--- src/design/ds0_monitor_pkg.sv ---
package ds0_monitor_pkg;

  // ****************************************************************
  // Register map
  // ****************************************************************
  localparam logic [7:0] TX_MON_DATA_ADDR   = 8'h49;
  localparam logic [7:0] TX_MON_SELECT_ADDR = 8'hA8;
  localparam logic [7:0] RX_MON_SELECT_ADDR = 8'hAA;
  localparam logic [7:0] RX_MON_DATA_ADDR   = 8'hAB;
  localparam logic [7:0] SELECT_RESET       = 8'h00;
  localparam logic [7:0] MONITOR_RESET      = 8'h00;
  localparam logic [7:0] UNMAPPED_READ      = 8'h00;

  // ****************************************************************
  // Field positions
  // ****************************************************************
  localparam int SEL_MSB        = 4;
  localparam int REMOTE_LOOP    = 7;
  localparam int LOCAL_LOOP     = 6;
  localparam int LINE_AIS       = 5;
  localparam int LINE_RESET     = 7;

  // ****************************************************************
  // Frame structure
  // ****************************************************************
  localparam int              BITS_PER_SLOT = 8;
  localparam int              SLOT_BITS     = 3;
  localparam int              CNT_W         = 8;
  localparam logic [2:0]      LAST_BIT      = 3'h7;
  localparam logic [7:0]      CNT_ONE       = 8'h01;
  localparam int              TX            = 0;
  localparam int              RX            = 1;

endpackage : ds0_monitor_pkg

--- src/design/ds0_channel_monitor.sv ---
// What this block does
// - Transmit selector bits 4..0 choose transmit channel
// - Receive selector bits 4..0 choose receive channel
// - Transmit monitor: first sent bit in bit7
// - Receive monitor: first received bit in bit7
// - Selector value is timeslot, channel minus one
// - Both directions monitored at once, independently
`timescale 1ns/10ps
`default_nettype none

module ds0_channel_monitor (
  input  wire logic       core_clk,
  input  wire logic       reset_n,
  input  wire logic [7:0] bus_addr,
  input  wire logic       bus_wr,
  input  wire logic       bus_rd,
  input  wire logic [7:0] bus_wdata,
  output logic      [7:0] bus_rdata,
  input  wire logic       tx_line_data,
  input  wire logic       tx_bit_strobe,
  input  wire logic       tx_frame_sync,
  input  wire logic       rx_line_data,
  input  wire logic       rx_bit_strobe,
  input  wire logic       rx_frame_sync,
  output logic            remote_loop_enable,
  output logic            local_loop_enable,
  output logic            line_alarm_indication_enable,
  output logic            line_interface_reset_bit
);

  // ****************************************************************
  // Reset release
  // ****************************************************************
  logic rst_meta_q;
  logic rst_sync_n;

  always_ff @(posedge core_clk or negedge reset_n) begin
    if (!reset_n) begin
      rst_meta_q <= 1'b0;
      rst_sync_n <= 1'b0;
    end else begin
      rst_meta_q <= 1'b1;
      rst_sync_n <= rst_meta_q;
    end
  end

  // ****************************************************************
  // Control port registers
  // ****************************************************************
  logic [7:0] tx_sel_reg_q;
  logic [7:0] tx_sel_reg_d;
  logic [7:0] rx_sel_reg_q;
  logic [7:0] rx_sel_reg_d;
  logic [7:0] rdata_q;
  logic [7:0] rdata_d;
  logic [7:0] mon_q [2];
  logic [4:0] sel   [2];

  always_comb begin
    tx_sel_reg_d = tx_sel_reg_q;
    rx_sel_reg_d = rx_sel_reg_q;
    rdata_d      = rdata_q;
    if (bus_wr && bus_addr == ds0_monitor_pkg::TX_MON_SELECT_ADDR) begin
      tx_sel_reg_d = bus_wdata;
    end else if (bus_wr && bus_addr == ds0_monitor_pkg::RX_MON_SELECT_ADDR) begin
      // Bits 6,5 are stored as written; software keeps them zero
      rx_sel_reg_d = bus_wdata;
    end
    if (bus_rd) begin
      if (bus_addr == ds0_monitor_pkg::TX_MON_DATA_ADDR) begin
        rdata_d = mon_q[ds0_monitor_pkg::TX];
      end else if (bus_addr == ds0_monitor_pkg::TX_MON_SELECT_ADDR) begin
        rdata_d = tx_sel_reg_q;
      end else if (bus_addr == ds0_monitor_pkg::RX_MON_SELECT_ADDR) begin
        rdata_d = rx_sel_reg_q;
      end else if (bus_addr == ds0_monitor_pkg::RX_MON_DATA_ADDR) begin
        rdata_d = mon_q[ds0_monitor_pkg::RX];
      end else begin
        rdata_d = ds0_monitor_pkg::UNMAPPED_READ;
      end
    end
  end

  always_ff @(posedge core_clk or negedge rst_sync_n) begin
    if (!rst_sync_n) begin
      tx_sel_reg_q <= ds0_monitor_pkg::SELECT_RESET;
      rx_sel_reg_q <= ds0_monitor_pkg::SELECT_RESET;
      rdata_q      <= ds0_monitor_pkg::UNMAPPED_READ;
    end else begin
      tx_sel_reg_q <= tx_sel_reg_d;
      rx_sel_reg_q <= rx_sel_reg_d;
      rdata_q      <= rdata_d;
    end
  end

  assign bus_rdata                    = rdata_q;
  assign remote_loop_enable           = tx_sel_reg_q[ds0_monitor_pkg::REMOTE_LOOP];
  assign local_loop_enable            = tx_sel_reg_q[ds0_monitor_pkg::LOCAL_LOOP];
  assign line_alarm_indication_enable = tx_sel_reg_q[ds0_monitor_pkg::LINE_AIS];
  assign line_interface_reset_bit     = rx_sel_reg_q[ds0_monitor_pkg::LINE_RESET];
  // Selector value is the timeslot number, i.e. channel number minus one
  assign sel[ds0_monitor_pkg::TX] = tx_sel_reg_q[ds0_monitor_pkg::SEL_MSB:0];
  assign sel[ds0_monitor_pkg::RX] = rx_sel_reg_q[ds0_monitor_pkg::SEL_MSB:0];

  // ****************************************************************
  // Per-direction line capture
  // ****************************************************************
  logic [2:0] pins [2];
  logic       stb  [2];
  logic [7:0] cnt_q [2];
  logic [7:0] idx  [2];
  logic       load [2];
  logic [7:0] word [2];

  assign pins[ds0_monitor_pkg::TX] = {tx_frame_sync, tx_bit_strobe, tx_line_data};
  assign pins[ds0_monitor_pkg::RX] = {rx_frame_sync, rx_bit_strobe, rx_line_data};

  // Each direction has its own counter and capture, so neither waits on the other
  for (genvar g = 0; g < 2; g++) begin : g_dir
    logic [2:0] s1_q;
    logic [2:0] s2_q;
    logic       stb_old_q;
    logic [7:0] shift_q;
    logic [7:0] shift_d;
    logic [7:0] cnt_d;
    logic [7:0] mon_d;

    // Line pins come from the framer's line clock, so they are resynchronised
    always_ff @(posedge core_clk or negedge rst_sync_n) begin
      if (!rst_sync_n) begin
        s1_q      <= 3'h0;
        s2_q      <= 3'h0;
        stb_old_q <= 1'b0;
      end else begin
        s1_q      <= pins[g];
        s2_q      <= s1_q;
        stb_old_q <= s2_q[1];
      end
    end

    assign stb[g]  = s2_q[1] && !stb_old_q;
    assign idx[g]  = s2_q[2] ? 8'h00 : cnt_q[g];
    assign load[g] = stb[g] && idx[g] == {sel[g], ds0_monitor_pkg::LAST_BIT};
    // First bit on the line ends up in bit 7 after eight shifts
    assign word[g] = {shift_q[6:0], s2_q[0]};

    always_comb begin
      shift_d = shift_q;
      cnt_d   = cnt_q[g];
      mon_d   = mon_q[g];
      if (stb[g]) begin
        cnt_d = idx[g] + ds0_monitor_pkg::CNT_ONE;
        if (idx[g][ds0_monitor_pkg::CNT_W-1:ds0_monitor_pkg::SLOT_BITS] == sel[g]) begin
          shift_d = word[g];
        end
      end
      // Only a completed octet reaches the readable register
      if (load[g]) begin
        mon_d = word[g];
      end
    end

    always_ff @(posedge core_clk or negedge rst_sync_n) begin
      if (!rst_sync_n) begin
        shift_q  <= 8'h00;
        cnt_q[g] <= 8'h00;
        mon_q[g] <= ds0_monitor_pkg::MONITOR_RESET;
      end else begin
        shift_q  <= shift_d;
        cnt_q[g] <= cnt_d;
        mon_q[g] <= mon_d;
      end
    end
  end

  // ****************************************************************
  // Checks
  // ****************************************************************
  property p_tx_load;
    @(posedge core_clk) disable iff (!rst_sync_n)
      load[0] |=> mon_q[0] == $past(word[0]);
  endproperty
  a_tx_load: assert property (p_tx_load) else $error("tx monitor not loaded");

  property p_rx_load;
    @(posedge core_clk) disable iff (!rst_sync_n)
      load[1] |=> mon_q[1] == $past(word[1]);
  endproperty
  a_rx_load: assert property (p_rx_load) else $error("rx monitor not loaded");

  property p_tx_order;
    @(posedge core_clk) disable iff (!rst_sync_n)
      load[0] |=> mon_q[0][0] == $past(g_dir[0].s2_q[0]);
  endproperty
  a_tx_order: assert property (p_tx_order) else $error("tx last bit not in bit 0");

  property p_rx_order;
    @(posedge core_clk) disable iff (!rst_sync_n)
      load[1] |=> mon_q[1][7:1] == $past(g_dir[1].shift_q[6:0]);
  endproperty
  a_rx_order: assert property (p_rx_order) else $error("rx bit order wrong");

  property p_frame_start;
    @(posedge core_clk) disable iff (!rst_sync_n)
      stb[0] && g_dir[0].s2_q[2] |=> cnt_q[0] == 8'h01;
  endproperty
  a_frame_start: assert property (p_frame_start) else $error("frame sync not bit 0");

  property p_hold;
    @(posedge core_clk) disable iff (!rst_sync_n)
      !load[1] |=> $stable(mon_q[1]);
  endproperty
  a_hold: assert property (p_hold) else $error("rx monitor changed mid octet");

  property p_indep;
    @(posedge core_clk) disable iff (!rst_sync_n)
      stb[0] && !stb[1] |=> $stable(cnt_q[1]);
  endproperty
  a_indep: assert property (p_indep) else $error("tx strobe disturbed rx");

  property p_read;
    @(posedge core_clk) disable iff (!rst_sync_n)
      bus_rd && bus_addr == ds0_monitor_pkg::RX_MON_DATA_ADDR |=> bus_rdata == $past(mon_q[1]);
  endproperty
  a_read: assert property (p_read) else $error("rx monitor read wrong");

  c_tx_load: cover property (@(posedge core_clk) disable iff (!rst_sync_n) load[0]);
  c_rx_load: cover property (@(posedge core_clk) disable iff (!rst_sync_n) load[1]);
  c_both:    cover property (@(posedge core_clk) disable iff (!rst_sync_n) load[0] && load[1]);

endmodule : ds0_channel_monitor

`default_nettype wire

--- config.mk ---
export PLATFORM = sky130hd
export DESIGN_NAME = ds0_channel_monitor
export DESIGN_NICKNAME = d
export VERILOG_FILES = /design/src/design/ds0_monitor_pkg.sv /design/src/design/ds0_channel_monitor.sv
export SDC_FILE = /design/constraint.sdc
export NUM_CORES = 1
export LEC_CHECK = 0
export ABC_AREA = 1
export BUFFER_PORTS_ARGS = -buffer_cell sky130_fd_sc_hd__buf_2
export CAP_MARGIN = 20
export CELL_PAD_IN_SITES_DETAIL_PLACEMENT = 0
export CELL_PAD_IN_SITES_GLOBAL_PLACEMENT = 1
export CORE_MARGIN = 4
export CORE_UTILIZATION = 30
export CTS_CLUSTER_SIZE = 16
export DETAILED_ROUTE_END_ITERATION = 10
export PLACE_DENSITY = 0.57
export REMOVE_ABC_BUFFERS = 1
export SKIP_CTS_REPAIR_TIMING = 1
export SLEW_MARGIN = 20
export SYNTH_ARGS = -nofsm -noshare
export SYNTH_HDL_FRONTEND = slang
export SYNTH_SLANG_ARGS = --single-unit
--- constraint.sdc ---
create_clock -name core_clk -period 4.1 [get_ports core_clk]
set_clock_uncertainty 0.15 [all_clocks]
set_input_delay 0.41 -clock core_clk [delete_from_list [all_inputs] [get_ports core_clk]]
set_output_delay 0.41 -clock core_clk [all_outputs]
set_load 0.02 [all_outputs]
==> impl_metrics.yaml, run 1 <==
floorplan:
  dieHeight_um: 125.3
  num_io_pins: 38
  start_util_pct: 30.92
  rows: 42
  core-area_mm2: 0.01335
  die_area_mm2: 0.01570
  die_w_um: 125.3
worst_setup_path:
  cp-start-kind: "flip-flop"
  cp_max_fo: 12
  crit_type: "flip-flop to flip-flop"
  crit_arrival_ps: 2240
  worstSetupEndpointType: "flip-flop"
  worstPathRequired_ps: 4180
power:
  ir_drop_mv: 0.2155
  p_clk_share_pct: 45.6
  seq_power_share_pct: 46.8
  combPwrFrac_pct: 7.6
  power.total_mw: 2.086
  intPower_mw: 1.582
  p_leak_nw: 2.494
  p_sw_mw: 0.5037
  powerDensity_mw_per_mm2: 432.5
  swShare_pct: 24.15
logic_synthesis:
  ys_warn_count: 0
  ys_seq_area_share_pct: 52.14
  synth_top_cell_area_share_pct: 52.14
  ys_async_sr_fraction_pct: 100.0
  synth_top_cells_by_count: "180 x nand2_1, 86 x dfrtp_1, 55 x nand3_1"
  synth_fa_ha_area_share_pct: 0.6062
  synth.area.mux_share_pct: 0
  ys_types: 27
  synth_compound_area_share_pct: 5.214
  synth_cells: 507
  synthesis.area_mm2: 0.004128
  synth_area_leaders: "dfrtp_1 52%, nand2_1 16%, nand3_1 6.7%"
  syn_avg_cell_area_um2: 8.141
  synth_xor_area_share_pct: 1.697
  ys.flop_type: "dfrtp_1"
  yosysMostFrequentCell: "nand2_1"
  synth-edff-count: 0
  synth-seq-cells: 86
  synthSimpleGateAreaFrac_pct: 32.92
  synth_top_family_by_area: "simple AND/OR/NAND/NOR gates"
  yosys.area.top_type: "dfrtp_1"
layout:
  area_growth_pct: 16.82
  fin_area_mm2: 0.004822
  drive_gt1_share_pct: 14.91
  nets: 573
  fin_util_pct: 36.13
  fin_cells: 726
  diodes: 0
route:
  drc: 0
  post_drt_via_cell_ratio: 4.442
  detail_route.wl_per_cell_um: 13.15
  dr.pass1.iters: 7
  first_iter_violations: 144
  ant_nets: 0
  vias: 3225
  wirelength_um: 9546
timing:
  worstMarginPinSlew_ps: 807.8
  post-route-period-util_pct: 52.70
  maxSlewViolCount: 0
  layout_setup_ws_ps: 1939
  clock.fmax_mhz: 462.9
  setup_viol: 0
  max-slew-margin-rel_pct: 46.15
  fin_hold_ws_ps: 15.38
  rsz0062_at_grt: "no"
  hold_violations: 0
  period_minus_slack_ps: 2161
  fin_setup_tns_ps: 0
placement:
  finalWeightedCongestion: 0.8183
  dp_cells: 709
  port_buffers: 37
  hpwl_um: 6875
  placed_cell_area_mm2: 0.004463
  place_ws_ps: 1927
cts:
  htreeDepth: 3
  cts_tree: "built"
  clockBufferDepth: 2
  clkTransAtPathRegs_ps: 70
  cts_sinks: 86
  root_buffer: "clkbuf_16"
  clock_latency_ps: 350
  cts_buffers: 9
min_path:
  hold_path_class: "input port to flip-flop"
grt:
  grt_pass1_wl_um: 16550
  grt_max_degree: 61
  antenna_found_initial: 0
  grt-ovfl-total: 0
  grt_use_total_pct: 13.20
  grt_pass1_vias: 3232
run:
  max_cap_violations: 0
outcome:
  status: "complete, no violations"
==> layer usage <==
metal	share of wire, %	GRT usage [%]	vias to the layer above
met2	43	19.42	50
li1	-	-	1690
met4	1.9	5.548	0
met5	0	0	-
met1	52	18.65	1472
met3	3.5	3.156	13
==> path summary, 6_finish.rpt <==
check,cells past startpoint,end,start,slack (ps)
worst max-delay path,7,mon_q[4],g_dir[1].s2_q[2],1940
worst min-delay path,1,g_dir[1].s1_q[2],rx_frame_sync,20
worst max register to register,7,mon_q[4],g_dir[1].s2_q[2],1940
worst min register to register,0,g_dir[0].s2_q[0],g_dir[0].s1_q[0],190
max in group asynchronous,1,cnt_q[15],rst_sync_n,2690
min in group asynchronous,2,rst_sync_n,reset_n,230
==> cell usage in the layout, fill, tap and decap left out, drive strengths merged <==
cell type    synthesis  layout
o31ai                1       1
nand3               57      57
clkinv               0       1
buf                 11      39
nor3                 2       2
o21ai               35      35
clkinvlp             0       1
xnor2                1       1
clkbuf               2      11
a21oi                2       2
nand2              192     192
dlygate4sd3          0       1
inv                 57      57
ha                   2       2
nand4               19      19
dfrtp               86      86
bufinv               0       3
nor2                29      29
xor2                 7       7
nand3b               3       3
conb                 1       1
==> state kept, by name (all words and copies together), names as in the netlist <==
name,cells
g_dir.s1_q,6
mon_q,16
rst_sync_n,1
g_dir.stb_old_q,2
bus_rdata,8
g_dir.s2_q,6
rst_meta_q,1
g_dir.shift_q,14
tx_sel_reg_q,8
rx_sel_reg_q,8
cnt_q,16
==> critical path, cell delays in order (launching register included) <==
cell and delay [ps]:
dfrtp_1 430, nor2_1 160, ha_1 180, inv_1 40, nor2_1 590, nand4_2 320, nand2_1 130, nand2_1 50
==> power by group through the flow <==
stage / sequential, mW / clock (mW) / combinational, mW
global route: 0.988 / 1.02 / 0.187
detailed placement: 0.992 / 0 / 0.161
finish: 0.975 / 0.951 / 0.159
global placement: 0.993 / 0 / 0.157
CTS: 0.976 / 0.985 / 0.162
floorplan: 0.977 / 0 / 0.111
==> layout make-up <==
type	count	area (um2)
fillers	1418	8526
inverters	57	214.0
clock inverters	5	106.4
multi-input cells	351	1673
repair buffers	40	210.2
well taps	176	220.2
flip-flops and latches	86	2156
clock buffers	11	242.7
==> cells by family after synthesis <==
family,after synthesis
compound gates,38
xor+xnor,8
fa+ha+maj,2
buf+inv,70
flops,86
other cells,1
simple gates,302
No activity file was read; power rests on OpenSTA's default activity.
==> run 2: changes to the inputs <==
ABC_AREA = 0   (was 1)
PLACE_DENSITY = 0.54   (was 0.57)
clock period = 2.2 ns   (was 4.1 ns; I/O delays follow)
==> run 2 against run 1 <==
Net effect:
- synthesized area down 6.2%
- routed wire length down 14%
- flip-flop and latch count unchanged
- cell count down 23%
- critical path type unchanged
- critical endpoint is now mon_q[12]
- largest cell class unchanged
==> impl_metrics.yaml, run 2 <==
worst_setup_path:
  crit_type: "flip-flop to flip-flop"
  crit_arrival_ps: 2110
  cp-start-kind: "flip-flop"
  setup.worst_path.start: "g_dir[0].s2_q[2]"
  reg2reg_slack_ps: 160
  reg2reg_depth: 6
  worstPathRequired_ps: 2270
  cp_max_fo: 11
  regToRegStartpoint: "g_dir[0].s2_q[2]"
  worstSetupEndpointType: "flip-flop"
  reg2reg_to: "mon_q[12]"
cts:
  clkTransAtPathRegs_ps: 60
  root_buffer: "clkbuf_16"
  cts_tree: "built"
  cts_sinks: 86
  clockBufferDepth: 2
  htreeDepth: 3
  clock_latency_ps: 340
  cts_buffers: 9
logic_synthesis:
  synthesis.area_mm2: 0.003870
  ys.flop_type: "dfrtp_1"
  ys_warn_count: 0
  synth-seq-cells: 86
  synth_area_leaders: "dfrtp_1 56%, mux2_2 11%, mux2i_1 3.1%"
  synth-edff-count: 0
  synth_top_cells_by_count: "86 x dfrtp_1, 39 x mux2_2, 30 x nand2_1"
  ys_types: 46
  yosysMostFrequentCell: "dfrtp_1"
  ys_async_sr_fraction_pct: 100.0
  syn_avg_cell_area_um2: 11.91
  ys_seq_area_share_pct: 55.61
  synth_top_cell_area_share_pct: 55.61
  yosys.area.top_type: "dfrtp_1"
  synth_cells: 325
route:
  detail_route.wl_per_cell_um: 14.65
  first_iter_violations: 100
  dr.pass1.iters: 4
  wirelength_um: 8217
  post_drt_via_cell_ratio: 4.501
  vias: 2525
  ant_nets: 0
  drc: 0
  route.met2.wl_um: 3777
  route.met3.wl_um: 373
  topRoutingLayerUsed: "met4"
  wl_met1_um: 3949
floorplan:
  core-area_mm2: 0.01262
  die_w_um: 121.6
  rows: 41
  start_util_pct: 30.67
  num_io_pins: 38
  die_area_mm2: 0.01478
  dieHeight_um: 121.6
timing:
  hold_violations: 0
  setup_viol: 0
  period_minus_slack_ps: 2037
  rsz0062_at_grt: "no"
  post-route-period-util_pct: 92.61
  clock.fmax_mhz: 490.8
  maxSlewViolCount: 0
power:
  combPwrFrac_pct: 11.6
  ir_drop_mv: 0.4488
  intPower_mw: 3.047
  p_leak_nw: 2.172
  seq_power_share_pct: 48.8
  power.total_mw: 4.052
  p_sw_mw: 1.005
  swShare_pct: 24.80
  p_clk_share_pct: 39.5
  powerDensity_mw_per_mm2: 848.4
layout:
  area_growth_pct: 23.41
  fill_cells: 1262
  drive_gt1_share_pct: 31.88
  fin_area_mm2: 0.004776
  layout_commonest_cell: "dfrtp_1"
  nets: 413
  final_cell_mix: "84 x dfrtp_1, 39 x mux2_2, 37 x buf_2"
  reg_top3: "cnt_q: 16 flops, mon_q: 16 flops, g_dir.shift_q: 14 flops"
  diodes: 0
grt:
  grt_use_total_pct: 12.20
  grt_pass1_vias: 2531
  grt_max_degree: 30
  antenna_found_initial: 0
  grt-ovfl-total: 0
  grt_pass1_wl_um: 13700
run:
  max_cap_violations: 0
min_path:
  hold_end: "rx_sel_reg_q[1]"
  hold_path_class: "input port to flip-flop"
  whs_path_depth: 2
  worstHoldStart: "bus_wdata[1]"
placement:
  port_buffers: 37
  hpwl_um: 5918
  placed_cell_area_mm2: 0.004329
  finalWeightedCongestion: 0.7495
outcome:
  status: "complete, no violations"
## run 2: final cells by class
class / instances / area, um2 / share of cell area, %
tap: 172 / 215.2 / 4.506
timing repair buffer: 64 / 445.4 / 9.327
clock inverter: 6 / 87.58 / 1.834
sequential: 86 / 2157 / 45.17
multi-input combinational: 221 / 1634 / 34.22
clock buffer: 9 / 225.2 / 4.716
inverter: 3 / 11.26 / 0.2358
## run 2: power by group through the flow
stage / sequential (mW) / combinational (mW) / clock (mW)
after CTS: 1.98 / 0.462 / 1.67
final: 1.98 / 0.472 / 1.60
after global routing: 2.02 / 0.529 / 1.73
after global placement: 2.01 / 0.452 / 0
after floorplan: 1.98 / 0.297 / 0
after detailed placement: 2.01 / 0.462 / 0
## run 2: metal layers
layer,GRT usage [%],vias to the layer above
li1,-,1261
met1,16.47,1213
met2,18.24,41
met3,4.457,10
met4,3.992,0
met5,0,-
## run 2: worst max path at each step
stage | endpoint | slack [ps] | cells past startpoint
after detailed placement | mon_q[12] | 140 | 6
after global routing | mon_q[12] | 50 | 6
after floorplan | bus_rdata[0] | -520 | 0
after CTS | mon_q[12] | 130 | 6
after global placement | g_dir[0].shift_q[1] | 160 | 5
final | mon_q[12] | 160 | 6
## run 2: worst max-delay path: stages, from the launching register on
cell and delay (ps):
dfrtp_2 470, nor2b_1 190, ha_1 190, nand2_1 100, nor4_4 250, buf_4 210, mux2_2 350
## run 2: per-stage QoR
step	setup TNS [ps]	cells	hold WS, ps	worst slack [ps]	util [%]
after CTS	0	548	-517.0	133.2	36.78
after detailed placement	0	533	-141.9	142.8	34.31
after floorplan	-43910	310	-225.6	-522.7	-
after global routing	0	561	6.195	50.79	37.84
after global placement	0	533	-144.5	162.7	34.31
final	0	561	7.726	162.6	37.84
## run 2: cells by family (layout without fill, tap and decap cells)
kind of cell	after synthesis	in the layout	synth area share [%]
compound gates	55	55	8.310
flops	86	86	55.61
fa+ha+maj	2	2	0.6465
simple gates	97	97	13.97
mux	59	59	17.56
xor+xnor	7	7	1.584
buf+inv	18	82	2.231
other cells	1	1	0.09690
